**config.mk**
```make
export PLATFORM = sky130hd
export DESIGN_NAME = watchdog_reset_power_control
export DESIGN_NICKNAME = d
export VERILOG_FILES = /design/src/wdt_rst_pkg.sv /design/src/watchdog_reset_power_control.sv
export SDC_FILE = /design/constraint.sdc
export NUM_CORES = 1
export LEC_CHECK = 0
export ABC_AREA = 1
export BUFFER_PORTS_ARGS = -buffer_cell sky130_fd_sc_hd__buf_2
export CAP_MARGIN = 10
export CORE_MARGIN = 2
export CORE_UTILIZATION = 26
export DETAILED_ROUTE_END_ITERATION = 8
export SYNTH_ARGS = -nofsm -noshare
export SYNTH_HDL_FRONTEND = slang
export SYNTH_SLANG_ARGS = --single-unit
```
**constraint.sdc**
```tcl
create_clock -name i_ref_clk -period 3.29 [get_ports i_ref_clk]
set_input_delay 0.4935 -clock i_ref_clk [delete_from_list [all_inputs] [get_ports i_ref_clk]]
set_output_delay 0.4935 -clock i_ref_clk [all_outputs]
set_load 0.01 [all_outputs]
```
**src/wdt_rst_pkg.sv**
```systemverilog
/*
  constants, codes and register layout of the watchdog, reset sequencer
  and power mode controller.
  assumes a 50 MHz cpu clock and a 16-bit register port.
*/
package wdt_rst_pkg;

  // ------------------------------------------------------------------
  // register port
  // ------------------------------------------------------------------
  localparam int unsigned DATA_W = 16;
  localparam int unsigned ADDR_W = 4;

  localparam logic [ADDR_W-1:0] ADDR_SYS_CONFIG = 4'h0;
  localparam logic [ADDR_W-1:0] ADDR_WDT_CTRL   = 4'h1;
  localparam logic [ADDR_W-1:0] ADDR_STATUS     = 4'h2;
  localparam logic [ADDR_W-1:0] ADDR_WDT_COUNT  = 4'h3;

  // system_config fields
  localparam int unsigned CFG_PDOWN_IRQ_EXIT_BIT = 1;
  localparam int unsigned CFG_BIDIR_RESET_BIT    = 5;

  // wdt control fields
  localparam int unsigned CTL_RELOAD_LSB     = 0;
  localparam int unsigned CTL_DISABLE_BIT    = 8;
  localparam int unsigned CTL_PRESCALE_BIT   = 9;

  // status fields
  localparam int unsigned ST_CAUSE_LSB       = 0;
  localparam int unsigned ST_WDT_EN_BIT      = 3;
  localparam int unsigned ST_INIT_DONE_BIT   = 4;
  localparam int unsigned ST_PM_REFUSED_BIT  = 5;
  localparam int unsigned ST_IDLE_BIT        = 8;
  localparam int unsigned ST_PDOWN_BIT       = 9;

  // reset values
  localparam logic [7:0] RELOAD_RESET   = 8'h00;
  localparam logic       PRESCALE_RESET = 1'b0;
  localparam logic       BIDIR_RESET    = 1'b0;
  localparam logic       PDEXIT_RESET   = 1'b0;
  localparam logic       RDY_SEEN_RESET = 1'b1;

  // ------------------------------------------------------------------
  // timing
  // ------------------------------------------------------------------
  localparam int unsigned CLK_MHZ        = 50;
  localparam int unsigned SEQ_TCL        = 1024;
  localparam int unsigned SEQ_CYCLES     = SEQ_TCL / 2;
  localparam int unsigned PRESC_LO       = 2;
  localparam int unsigned PRESC_HI       = 128;
  localparam int unsigned WDT_W          = 16;
  localparam int unsigned WDT_TMIN_NS    = 10240;
  localparam int unsigned WDT_TMIN_CYC   = (WDT_TMIN_NS * CLK_MHZ) / 1000;
  localparam int unsigned PIN_SETTLE_CYC = 3;

  // ------------------------------------------------------------------
  // codes
  // ------------------------------------------------------------------
  typedef enum logic [2:0] {
    CAUSE_NONE  = 3'b000,
    CAUSE_ASYNC = 3'b001,
    CAUSE_WARM  = 3'b010,
    CAUSE_SOFT  = 3'b011,
    CAUSE_WDT   = 3'b100
  } cause_e;

  typedef enum logic [3:0] {
    ST_RUN     = 4'b0000,
    ST_PMWAIT  = 4'b0001,
    ST_IDLE    = 4'b0010,
    ST_PDOWN   = 4'b0011,
    ST_HOLD    = 4'b0100,
    ST_DRAIN   = 4'b0101,
    ST_WDT_BUS = 4'b0110,
    ST_SEQ     = 4'b0111,
    ST_CHECK   = 4'b1000
  } state_e;

endpackage

```
**src/watchdog_reset_power_control.sv**
```systemverilog
/*
  watchdog timer, reset sequencer and idle/power-down control.
  assumes cpu instruction strobes and bus status come from logic on
  i_ref_clk; reset_in, vpp and ready pins are asynchronous to it.
*/
module watchdog_reset_power_control
  import wdt_rst_pkg::*;
#(
  parameter int unsigned SEQ_LEN = SEQ_CYCLES
) (
  input  wire logic              i_ref_clk,
  input  wire logic              i_resetn,
  input  wire logic              i_clk_en,
  input  wire logic [ADDR_W-1:0] i_addr,
  input  wire logic [DATA_W-1:0] i_wdata,
  input  wire logic              i_wr,
  input  wire logic              i_rd,
  output logic      [DATA_W-1:0] o_rdata,
  input  wire logic              i_end_of_init_instr,
  input  wire logic              i_wdt_service,
  input  wire logic              i_soft_reset_instr,
  input  wire logic              i_idle_req,
  input  wire logic              i_pdown_req,
  input  wire logic              i_irq,
  input  wire logic              i_fast_ext_irq,
  input  wire logic              i_bootstrap_mode,
  input  wire logic              i_bus_busy,
  input  wire logic              i_bus_uses_ready,
  input  wire logic              i_bus_waits_done,
  input  wire logic              i_bus_access_end,
  input  wire logic              i_ready_enable,
  input  wire logic              i_ready_active_high,
  input  wire logic              i_int_access_busy,
  input  wire logic              i_ready_pin,
  input  wire logic              i_vpp_pin,
  input  wire logic              i_reset_in_pin,
  output logic                   o_reset_in_out,
  output logic                   o_reset_in_oe_n,
  output logic                   o_reset_out_pin,
  output logic                   o_io_enable,
  output logic                   o_cpu_reset_n,
  output logic                   o_cpu_halt,
  output logic                   o_periph_halt,
  output logic                   o_bus_abort,
  output logic                   o_hold_cancel
);

  if (SEQ_LEN < 2 || SEQ_LEN > 1024) begin : g_bad_seq_len
    $error("SEQ_LEN must lie in 2..1024");
  end
  if (256 * PRESC_LO != WDT_TMIN_CYC) begin : g_bad_tmin
    $error("shortest watchdog timeout does not match prescaler");
  end

  // ------------------------------------------------------------------
  // helpers
  // ------------------------------------------------------------------
  function automatic logic ready_act(input logic pin, input logic act_high);
    return act_high ? pin : !pin;
  endfunction

  function automatic logic core_in_reset(input state_e s);
    return (s == ST_HOLD) || (s == ST_DRAIN) || (s == ST_SEQ) || (s == ST_CHECK);
  endfunction

  // ------------------------------------------------------------------
  // pin synchronisers
  // ------------------------------------------------------------------
  logic vpp_s1_r;
  logic vpp_s2_r;
  logic rdy_s1_r;
  logic rdy_s2_r;

  always_ff @(posedge i_ref_clk) begin
    if (!i_resetn) begin
      vpp_s1_r <= 1'b0;
      vpp_s2_r <= 1'b0;
      rdy_s1_r <= 1'b0;
      rdy_s2_r <= 1'b0;
    end else if (i_clk_en) begin
      vpp_s1_r <= i_vpp_pin;
      vpp_s2_r <= vpp_s1_r;
      rdy_s1_r <= i_ready_pin;
      rdy_s2_r <= rdy_s1_r;
    end
  end

  // ------------------------------------------------------------------
  // state declarations
  // ------------------------------------------------------------------
  state_e      state_r;
  state_e      state_nxt;
  logic [9:0]  cnt_r;
  logic [9:0]  cnt_nxt;
  cause_e      cause_r;
  cause_e      cause_nxt;
  logic        drive_r;
  logic        drive_nxt;
  logic        tgt_pd_r;
  logic        tgt_pd_nxt;
  logic        abort_nxt;
  logic        hcancel_nxt;
  logic        refused_set;
  logic        hw_mask;
  logic        seq_active;

  logic        rin_s1_r;
  logic        rin_s2_r;
  logic        rst_out_r;
  logic        io_en_r;
  logic        cpu_rst_n_r;

  logic [7:0]  reload_r;
  logic [7:0]  reload_nxt;
  logic        presc_sel_r;
  logic        presc_sel_nxt;
  logic        bidir_r;
  logic        bidir_nxt;
  logic        pdexit_r;
  logic        pdexit_nxt;
  logic        wdt_en_r;
  logic        wdt_en_nxt;
  logic        init_done_r;
  logic        init_done_nxt;
  logic        refused_r;
  logic        refused_nxt;
  logic        rdy_seen_r;
  logic        rdy_seen_nxt;

  logic [6:0]       presc_cnt_r;
  logic [6:0]       presc_cnt_nxt;
  logic [WDT_W-1:0] wdt_cnt_r;
  logic [WDT_W-1:0] wdt_cnt_nxt;
  logic [6:0]       presc_top;
  logic             wdt_run;
  logic             wdt_tick;
  logic             wdt_ovf;

  logic [DATA_W-1:0] rdata_nxt;
  logic              oe_n_nxt;

  assign seq_active = (state_r == ST_SEQ);

  // ------------------------------------------------------------------
  // watchdog counter
  // ------------------------------------------------------------------
  always_comb begin
    presc_top     = presc_sel_r ? 7'(PRESC_HI - 1) : 7'(PRESC_LO - 1);
    wdt_run       = wdt_en_r && ((state_r == ST_RUN) || (state_r == ST_PMWAIT)
                    || (state_r == ST_IDLE));
    wdt_tick      = wdt_run && (presc_cnt_r == presc_top);
    wdt_ovf       = wdt_tick && (wdt_cnt_r == {WDT_W{1'b1}})
                    && !i_wdt_service && !i_bootstrap_mode;
    presc_cnt_nxt = presc_cnt_r;
    wdt_cnt_nxt   = wdt_cnt_r;
    if (seq_active) begin
      presc_cnt_nxt = 7'h00;
      wdt_cnt_nxt   = 16'h0000;
    end else if (i_wdt_service) begin
      presc_cnt_nxt = 7'h00;
      wdt_cnt_nxt   = {reload_r, 8'h00};
    end else if (wdt_run) begin
      presc_cnt_nxt = wdt_tick ? 7'h00 : 7'(presc_cnt_r + 7'h01);
      if (wdt_tick) begin
        wdt_cnt_nxt = WDT_W'(wdt_cnt_r + 16'h0001);
      end
    end
  end

  always_ff @(posedge i_ref_clk) begin
    if (!i_resetn) begin
      presc_cnt_r <= 7'h00;
      wdt_cnt_r   <= 16'h0000;
    end else if (i_clk_en) begin
      presc_cnt_r <= presc_cnt_nxt;
      wdt_cnt_r   <= wdt_cnt_nxt;
    end
  end

  // ------------------------------------------------------------------
  // reset and power sequencer
  // ------------------------------------------------------------------
  always_comb begin
    state_nxt   = state_r;
    cnt_nxt     = cnt_r;
    cause_nxt   = cause_r;
    drive_nxt   = drive_r;
    tgt_pd_nxt  = tgt_pd_r;
    abort_nxt   = 1'b0;
    hcancel_nxt = 1'b0;
    refused_set = 1'b0;
    // own drive of the reset input must not look like an external reset
    hw_mask     = (seq_active && drive_r) || (state_r == ST_CHECK);
    unique case (state_r)
      ST_RUN: begin
        if (i_soft_reset_instr) begin
          state_nxt = ST_DRAIN;
          cause_nxt = CAUSE_SOFT;
        end else if (wdt_ovf) begin
          state_nxt = ST_WDT_BUS;
          cause_nxt = CAUSE_WDT;
        end else if (i_idle_req || i_pdown_req) begin
          state_nxt  = ST_PMWAIT;
          tgt_pd_nxt = i_pdown_req;
        end
      end
      ST_PMWAIT: begin
        if (i_soft_reset_instr) begin
          state_nxt = ST_DRAIN;
          cause_nxt = CAUSE_SOFT;
        end else if (wdt_ovf) begin
          state_nxt = ST_WDT_BUS;
          cause_nxt = CAUSE_WDT;
        end else if (!i_bus_busy) begin
          if (i_ready_enable && !rdy_seen_r) begin
            state_nxt   = ST_RUN;
            refused_set = 1'b1;
          end else begin
            state_nxt = tgt_pd_r ? ST_PDOWN : ST_IDLE;
          end
        end
      end
      ST_IDLE: begin
        if (wdt_ovf) begin
          state_nxt = ST_WDT_BUS;
          cause_nxt = CAUSE_WDT;
        end else if (i_irq) begin
          state_nxt = ST_RUN;
        end
      end
      ST_PDOWN: begin
        if (pdexit_r && i_fast_ext_irq) begin
          state_nxt = ST_RUN;
        end
      end
      ST_HOLD: begin
        if (rin_s2_r) begin
          state_nxt = ST_DRAIN;
        end
      end
      ST_DRAIN: begin
        if (!i_int_access_busy) begin
          state_nxt   = ST_SEQ;
          cnt_nxt     = 10'h000;
          drive_nxt   = bidir_r || (cause_r == CAUSE_SOFT);
        end
      end
      ST_WDT_BUS: begin
        if (!i_bus_busy) begin
          state_nxt = ST_SEQ;
          cnt_nxt   = 10'h000;
          drive_nxt = bidir_r;
        end else if (i_bus_uses_ready && i_bus_waits_done
                     && !ready_act(rdy_s2_r, i_ready_active_high)) begin
          state_nxt = ST_SEQ;
          abort_nxt = 1'b1;
          cnt_nxt   = 10'h000;
          drive_nxt = bidir_r;
        end
      end
      ST_SEQ: begin
        cnt_nxt = 10'(cnt_r + 10'h001);
        if (cnt_r == 10'(SEQ_LEN - 1)) begin
          state_nxt = ST_CHECK;
          cnt_nxt   = 10'h000;
          drive_nxt = 1'b0;
        end
      end
      ST_CHECK: begin
        if (cnt_r != 10'(PIN_SETTLE_CYC - 1)) begin
          cnt_nxt = 10'(cnt_r + 10'h001);
        end else if (rin_s2_r) begin
          state_nxt = ST_RUN;
        end
      end
      default: begin
        state_nxt = ST_HOLD;
      end
    endcase
    if (!rin_s2_r && !hw_mask) begin
      state_nxt   = ST_HOLD;
      cause_nxt   = vpp_s2_r ? CAUSE_WARM : CAUSE_ASYNC;
      drive_nxt   = 1'b0;
      abort_nxt   = 1'b0;
      hcancel_nxt = 1'b0;
    end
    // holds and bus stay cancelled for every cycle spent draining
    hcancel_nxt = (state_nxt == ST_DRAIN);
    abort_nxt   = abort_nxt || hcancel_nxt;
    oe_n_nxt = !((state_nxt == ST_SEQ) && drive_nxt);
  end

  always_ff @(posedge i_ref_clk) begin
    if (!i_resetn) begin
      state_r         <= ST_HOLD;
      cnt_r           <= 10'h000;
      cause_r         <= CAUSE_ASYNC;
      drive_r         <= 1'b0;
      tgt_pd_r        <= 1'b0;
      o_bus_abort     <= 1'b0;
      o_hold_cancel   <= 1'b0;
      o_reset_in_oe_n <= 1'b1;
      o_reset_in_out  <= 1'b0;
      o_cpu_halt      <= 1'b0;
      o_periph_halt   <= 1'b0;
    end else if (i_clk_en) begin
      state_r         <= state_nxt;
      cnt_r           <= cnt_nxt;
      cause_r         <= cause_nxt;
      drive_r         <= drive_nxt;
      tgt_pd_r        <= tgt_pd_nxt;
      o_bus_abort     <= abort_nxt;
      o_hold_cancel   <= hcancel_nxt;
      o_reset_in_oe_n <= oe_n_nxt;
      o_reset_in_out  <= 1'b0;
      o_cpu_halt      <= (state_nxt == ST_IDLE) || (state_nxt == ST_PDOWN);
      o_periph_halt   <= (state_nxt == ST_PDOWN);
    end
  end

  // ------------------------------------------------------------------
  // reset entry without clock
  // ------------------------------------------------------------------
  // a low reset input clears these at once; release passes two stages
  always_ff @(posedge i_ref_clk or negedge i_reset_in_pin) begin
    if (!i_reset_in_pin) begin
      rin_s1_r    <= 1'b0;
      rin_s2_r    <= 1'b0;
      rst_out_r   <= 1'b0;
      io_en_r     <= 1'b0;
      cpu_rst_n_r <= 1'b0;
    end else if (!i_resetn) begin
      rin_s1_r    <= 1'b0;
      rin_s2_r    <= 1'b0;
      rst_out_r   <= 1'b0;
      io_en_r     <= 1'b0;
      cpu_rst_n_r <= 1'b0;
    end else if (i_clk_en) begin
      rin_s1_r    <= 1'b1;
      rin_s2_r    <= rin_s1_r;
      rst_out_r   <= !core_in_reset(state_nxt) && (state_nxt != ST_WDT_BUS);
      io_en_r     <= !core_in_reset(state_nxt);
      cpu_rst_n_r <= !core_in_reset(state_nxt);
    end
  end

  assign o_reset_out_pin = rst_out_r;
  assign o_io_enable     = io_en_r;
  assign o_cpu_reset_n   = cpu_rst_n_r;

  // ------------------------------------------------------------------
  // configuration and status registers
  // ------------------------------------------------------------------
  always_comb begin
    reload_nxt    = reload_r;
    presc_sel_nxt = presc_sel_r;
    bidir_nxt     = bidir_r;
    pdexit_nxt    = pdexit_r;
    wdt_en_nxt    = wdt_en_r;
    init_done_nxt = init_done_r;
    refused_nxt   = refused_r;
    rdy_seen_nxt  = rdy_seen_r;
    if (i_wr && (i_addr == ADDR_SYS_CONFIG)) begin
      bidir_nxt  = i_wdata[CFG_BIDIR_RESET_BIT];
      pdexit_nxt = i_wdata[CFG_PDOWN_IRQ_EXIT_BIT];
    end
    if (i_wr && (i_addr == ADDR_WDT_CTRL)) begin
      reload_nxt    = i_wdata[CTL_RELOAD_LSB +: 8];
      presc_sel_nxt = i_wdata[CTL_PRESCALE_BIT];
      if (!init_done_r) begin
        wdt_en_nxt = !i_wdata[CTL_DISABLE_BIT];
      end
    end
    if (i_end_of_init_instr) begin
      init_done_nxt = 1'b1;
    end
    if (i_wr && (i_addr == ADDR_STATUS) && i_wdata[ST_PM_REFUSED_BIT]) begin
      refused_nxt = 1'b0;
    end
    if (refused_set) begin
      refused_nxt = 1'b1;
    end
    if (i_bus_access_end) begin
      rdy_seen_nxt = ready_act(rdy_s2_r, i_ready_active_high);
    end
    if (seq_active) begin
      reload_nxt    = RELOAD_RESET;
      presc_sel_nxt = PRESCALE_RESET;
      bidir_nxt     = BIDIR_RESET;
      pdexit_nxt    = PDEXIT_RESET;
      wdt_en_nxt    = 1'b1;
      init_done_nxt = 1'b0;
      rdy_seen_nxt  = RDY_SEEN_RESET;
    end
  end

  always_comb begin
    rdata_nxt = '0;
    if (i_rd) begin
      unique case (i_addr)
        ADDR_SYS_CONFIG: begin
          rdata_nxt[CFG_BIDIR_RESET_BIT]    = bidir_r;
          rdata_nxt[CFG_PDOWN_IRQ_EXIT_BIT] = pdexit_r;
        end
        ADDR_WDT_CTRL: begin
          rdata_nxt[CTL_RELOAD_LSB +: 8]  = reload_r;
          rdata_nxt[CTL_DISABLE_BIT]      = !wdt_en_r;
          rdata_nxt[CTL_PRESCALE_BIT]     = presc_sel_r;
        end
        ADDR_STATUS: begin
          rdata_nxt[ST_CAUSE_LSB +: 3]   = cause_r;
          rdata_nxt[ST_WDT_EN_BIT]       = wdt_en_r;
          rdata_nxt[ST_INIT_DONE_BIT]    = init_done_r;
          rdata_nxt[ST_PM_REFUSED_BIT]   = refused_r;
          rdata_nxt[ST_IDLE_BIT]         = (state_r == ST_IDLE);
          rdata_nxt[ST_PDOWN_BIT]        = (state_r == ST_PDOWN);
        end
        ADDR_WDT_COUNT: begin
          rdata_nxt = wdt_cnt_r;
        end
        default: begin
          rdata_nxt = '0;
        end
      endcase
    end
  end

  always_ff @(posedge i_ref_clk) begin
    if (!i_resetn) begin
      reload_r    <= RELOAD_RESET;
      presc_sel_r <= PRESCALE_RESET;
      bidir_r     <= BIDIR_RESET;
      pdexit_r    <= PDEXIT_RESET;
      wdt_en_r    <= 1'b1;
      init_done_r <= 1'b0;
      refused_r   <= 1'b0;
      rdy_seen_r  <= RDY_SEEN_RESET;
      o_rdata     <= '0;
    end else if (i_clk_en) begin
      reload_r    <= reload_nxt;
      presc_sel_r <= presc_sel_nxt;
      bidir_r     <= bidir_nxt;
      pdexit_r    <= pdexit_nxt;
      wdt_en_r    <= wdt_en_nxt;
      init_done_r <= init_done_nxt;
      refused_r   <= refused_nxt;
      rdy_seen_r  <= rdy_seen_nxt;
      o_rdata     <= rdata_nxt;
    end
  end

endmodule

```
=== Yosys cells after proc, flatten, opt, wreduce, memory -nomap -nowiden ===
Index checks and enable logic that the tools add are counted.

* Mux-type cells: 89
* Equality and inequality tests: 28
* Add/sub/neg operators: 3
* Reductions and logical operators: 61
* Bitwise gates (word level): 2

{| class="wikitable"
|+ Operators by type and width
! operator !! count
|-
| $mux W16 || 5
|-
| $mux W4 || 17
|-
| $mux W10 || 5
|-
| $pmux W10 S4 || 1
|-
| $mux W1 || 39
|-
| $pmux W4 S9 || 1
|-
| $mux W7 || 5
|-
| $eq A4 B3 Y1 const B || 7
|-
| $eq A4 B2 Y1 const B || 6
|-
| $logic_and A1 B1 Y1 || 17
|-
| $add A16 B1 Y16 const B || 1
|-
| $eq A16 B16 Y1 const B || 1
|-
| $mux W8 || 2
|-
| $reduce_and A2 Y1 || 7
|-
| $logic_not A1 Y1 || 11
|-
| $add A10 B1 Y10 const B || 1
|-
| $eq A10 B9 Y1 const B || 1
|-
| $logic_or A1 B1 Y1 || 10
|-
| $ne A10 B2 Y1 const B || 1
|-
| $reduce_and A5 Y1 || 2
|-
| $reduce_bool A2 Y1 || 5
|-
| $mux W3 || 3
|-
| $pmux W3 S3 || 1
|-
| $reduce_bool A3 Y1 || 3
|-
| other kinds (21) || 31
|}

* Register bits after elaboration: 86
* Bits of input ports: 43
* Output and inout bits: 25
* Word-level logic and storage cells: 212

=== Depth between registers and ports, before layout ===
* Depth after elaboration: 20
* Gate-level depth with buffers: 15
* Depth with buffers taken out: 14

=== Least setup slack after synthesis ===
Ideal clock, no wire load.

* Path kind: input port to flip-flop
* Start: input i_addr[3]
* End: register wdt_en_r
* Buffers on the path: 0
* Stages: 11
* Data required time: 3171 ps
* Setup time: 119 ps
* Data arrival time: 1708 ps
* Slack: 1463 ps
* Cells stage by stage: nor2_2 -> inv_2 -> nor3_4 -> inv_2 -> nor2_4 -> inv_1 -> nand2_1 -> inv_2 -> or2_0 -> a21oi_1 -> o21ai_1

* Longest elaborated chain between the ends: 4

{| class="wikitable"
|+ RTL lines
! what !! RTL line !! text
|-
| from (decl) || watchdog_reset_power_control.sv:14 || <nowiki>input wire logic [ADDR_W-1:0] i_addr,</nowiki>
|-
| $eq A4 B1 Y1 || watchdog_reset_power_control.sv:367 || <nowiki>if (i_wr && (i_addr == ADDR_WDT_CTRL)) begin</nowiki>
|-
| $logic_and A1 B1 Y1 || watchdog_reset_power_control.sv:367 ||
|-
| $reduce_bool A2 Y1 (no line) || n/a ||
|-
| $reduce_and A3 Y1 (no line) || n/a ||
|-
| to (signal assigned) || watchdog_reset_power_control.sv:444 || <nowiki>wdt_en_r <= wdt_en_nxt;</nowiki>
|-
| to (decl) || watchdog_reset_power_control.sv:121 || <nowiki>logic wdt_en_r;</nowiki>
|}

No other way between the ends.
A chain may end at the register's enable or synchronous reset.

=== Final worst setup path ===
* Start: register state_r[2]
* End: register cnt_r[7]

* Longest elaborated chain between the ends: 3
* Elaborated cells between the ends (all ways): 10
* Those cells by class: 7 x eq/ne; 1 x mux; 2 x reduce/logical

{| class="wikitable"
|+ RTL lines
! what !! RTL line !! text
|-
| from (decl) || watchdog_reset_power_control.sv:91 || <nowiki>state_e state_r;</nowiki>
|-
| from (signal assigned) || watchdog_reset_power_control.sv:307 || <nowiki>state_r <= state_nxt;</nowiki>
|-
| $eq A4 B3 Y1 or $eq A4 B4 Y1 (tied branches) || watchdog_reset_power_control.sv:194 || <nowiki>unique case (state_r)</nowiki>
|-
| $ne A3 B3 Y1 (no line), or another cell as far along || n/a ||
|-
| $reduce_and A5 Y1 (no line) || n/a ||
|-
| to (signal assigned) || watchdog_reset_power_control.sv:308 || <nowiki>cnt_r <= cnt_nxt;</nowiki>
|-
| to (decl) || watchdog_reset_power_control.sv:93 || <nowiki>logic [9:0] cnt_r;</nowiki>
|}

Several ways; a longest one is shown, not always the timed one.

==> flow_metrics.tcl <==
set metrics [dict create \
    die_w_um 139 \
    timing.slew.headroom 0.544 \
    min_period_ps 2190 \
    rows 49 \
    syn-num-nets 725 \
    tightest_slew_ps 679 \
    synth_top_area_share 0.345 \
    yosysTopAreaCell "dfxtp_1" \
    grt_pass1_wl_um 21400 \
    outcome "complete, no violations" \
    areaGrowthSynthToFinish_pct 17.0 \
    yosysMostFrequentCell "nand2_1" \
    fin_setup_tns_ps 0 \
    numCtsBuffers 9 \
    clock_latency_ps 340 \
    clkSlewWorstSetupHoldPaths_ps 60 \
    p_leak_nw 2.20 \
    synth_cells 678 \
    seq_area_frac_synth 0.366 \
    cts-htree-levels 3 \
    drv_slew 0 \
    coreArea_mm2 0.0180 \
    antenna_found_initial 2 \
    port_buffers 60 \
    grt-ovfl-total 0 \
    power_frac_comb 0.079 \
    power_switching_w 0.000542 \
    clk_path_buf_depth 2 \
    avgSynthCellArea_um2 7.01 \
    rsz0062_at_grt "no" \
    fin_util 0.310 \
    finalPower_w 0.00219 \
    syn_area_mm2 0.00476 \
    place_area_mm2 0.00528 \
    end_kind "flip-flop" \
    p_sw_frac 0.248 \
    synthArstFlopShare 0.0465 \
    route.final.wire_length_um 13000 \
    cts-root-buf "clkbuf_16" \
    grt_max_degree 28 \
    post_cts_resized 0 \
    routedWlPerCell_um 13.4 \
    vias 4507 \
    ys_dominant_reg_cell "dfxtp_1" \
    grt_usage 0.137 \
    path_class "reg2reg" \
    ys_warn_count 0 \
    grt_pass1_vias 4137 \
    die-area_mm2 0.0194 \
    vias_per_cell 4.64 \
    crit_fanout 12 \
    drv_cap 0 \
    seqPwrFrac 0.489 \
    ant_nets 0 \
    ys_top_cells_by_area "dfxtp_1 (35%), nand2_1 (13%), inv_1 (6.1%)" \
    die_y_um 139 \
    ir_drop_v 0.000214 \
    firstDrtPassIters 5 \
    hold_viol_final 0 \
    io_pins 68 \
    finalSetupViolCount 0 \
    p_int_w 0.00164 \
    cts_tree "built" \
    timing.fmax_mhz 456 \
    drtIter0Drc 369 \
    cts.sinks 86 \
    synth_edf_count 0 \
    drive_gt1_frac 0.187 \
    skew_ps 4.36 \
    post-dp-hpwl_um 10000 \
    crit_required_ps 3510 \
    power.density_mw_per_mm2 393 \
    critPathArrivalTime_ps 2410 \
    remaining_drc_errors 0 \
    synth_commonest_cells "nand2_1 (166), dfxtp_1 (82), inv_1 (77), nor2_1 (63), nand3_1 (44)" \
    ys_types 55 \
    ys_ff_latch 86 \
    finalCritPeriodShare 0.667 \
    clockPowerShare 0.432 \
    start_util 0.265 \
    hold_path_class "in2reg" \
    gp_congestion 0.904 \
    fin_nets 784 \
    fin_area_mm2 0.00557 \
    worstSetupStartpointType "flip-flop" \
]
[path summary, 6_finish.rpt]
path / startpoint / to / slack, ps / cells past startpoint
worst max-delay path: state_r[2]$_SDFFE_PN1P_ / cnt_r[7]$_SDFFE_PN0P_ / 1100 / 10
worst min-delay path: i_vpp_pin / vpp_s1_r$_SDFFE_PN0P_ / 350 / 3
worst max register to register: state_r[2]$_SDFFE_PN1P_ / cnt_r[7]$_SDFFE_PN0P_ / 1100 / 10
worst min register to register: tgt_pd_r$_SDFFE_PN0P_ / tgt_pd_r$_SDFFE_PN0P_ / 450 / 2
max in group asynchronous: i_reset_in_pin / rin_s1_r$_DFFE_PN0P_ / 2690 / 2
min in group asynchronous: i_reset_in_pin / o_reset_out_pin$_DFFE_PN0P_ / 490 / 2
[critical path, stage by stage (launching register included)]
cell and delay, ps:
dfxtp_1 630, nand2_4 170, nor3_2 230, nand2_1 80, nor2_1 160, inv_1 70, nand3_2 240, inv_1 190
nand2_1 110, xor2_1 140, nor2_1 50
[state kept, by name (all words and copies together), names as in the netlist, 3 cells and up]
name         cells
cause_r          3
cnt_r           10
o_rdata         16
presc_cnt_r      7
reload_r         8
state_r          4
wdt_cnt_r       16
[through the flow]
stage	cells	worst slack, ps	hold slack (ps)
4_1_cts	971	1100	344
6_report	972	1100	348
5_1_grt	971	845	363
2_1_floorplan	678	1460	198
3_5_place_dp	954	1120	301
3_3_place_gp	954	1120	300
[cells in the final DEF (no fill, tap or decap), types with 3 or more instances in the layout]
master and count:
a22oi_1 5, nor3_2 4, clkbuf_1 3, o21ai_0 35, buf_4 4, nand3_2 5
nor2_2 9, xor2_1 11, ha_1 4, xnor2_1 3, nor3b_2 3, inv_2 11
nor2_4 4, o22ai_1 7, nor3_1 15, a21oi_2 4, nand2_2 5, dfxtp_1 82
o31ai_1 5, buf_2 60, clkbuf_16 9, nand4_1 3, nand2_1 166, a21oi_1 43
o41ai_1 3, dfrtp_1 4, inv_1 77, nor2_1 62, nand2_4 3, o21ai_1 8
nand3_1 44, o221ai_1 4
[per-layer routing]
layer	vias up	GRT usage	part of all wire
li1	2331	-	-
met1	2036	0.195	0.51
met2	124	0.206	0.42
met3	14	0.0234	0.052
met4	2	0.0532	0.017
met5	-	0	0.0010
[cells by family after synthesis]
group           synth area share
compound gates             0.170
xor+xnor                  0.0258
fa+ha+maj                 0.0105
buf+inv                   0.0913
flops                      0.366
other cells             0.000789
simple gates               0.335
[cell type report]
type                    count  area (µm²)
fillers                  1988       12400
multi-input cells         484        2580
flip-flops and latches     86        1740
inverters                  91         343
repair buffers             65         340
well taps                 229         287
clock buffers              13         250
clock inverters             3        20.0
diodes                      1        2.50
[timing repair]
action / in CTS / in global routing
hold buffers: 1 / 0
setup buffers: 0 / 0
endpoints found under the hold margin: 4 / 0
[power by group through the flow]
stage | sequential [W] | clock, W | combinational, W
2_1_floorplan | 0.00109 | 0 | 0.000105
3_3_place_gp | 0.00109 | 0 | 0.000171
3_5_place_dp | 0.00109 | 0 | 0.000171
4_1_cts | 0.00107 | 0.000971 | 0.000173
5_1_grt | 0.00107 | 0.00101 | 0.000194
6_report | 0.00107 | 0.000945 | 0.000173
(Power assumes the default switching activity.)
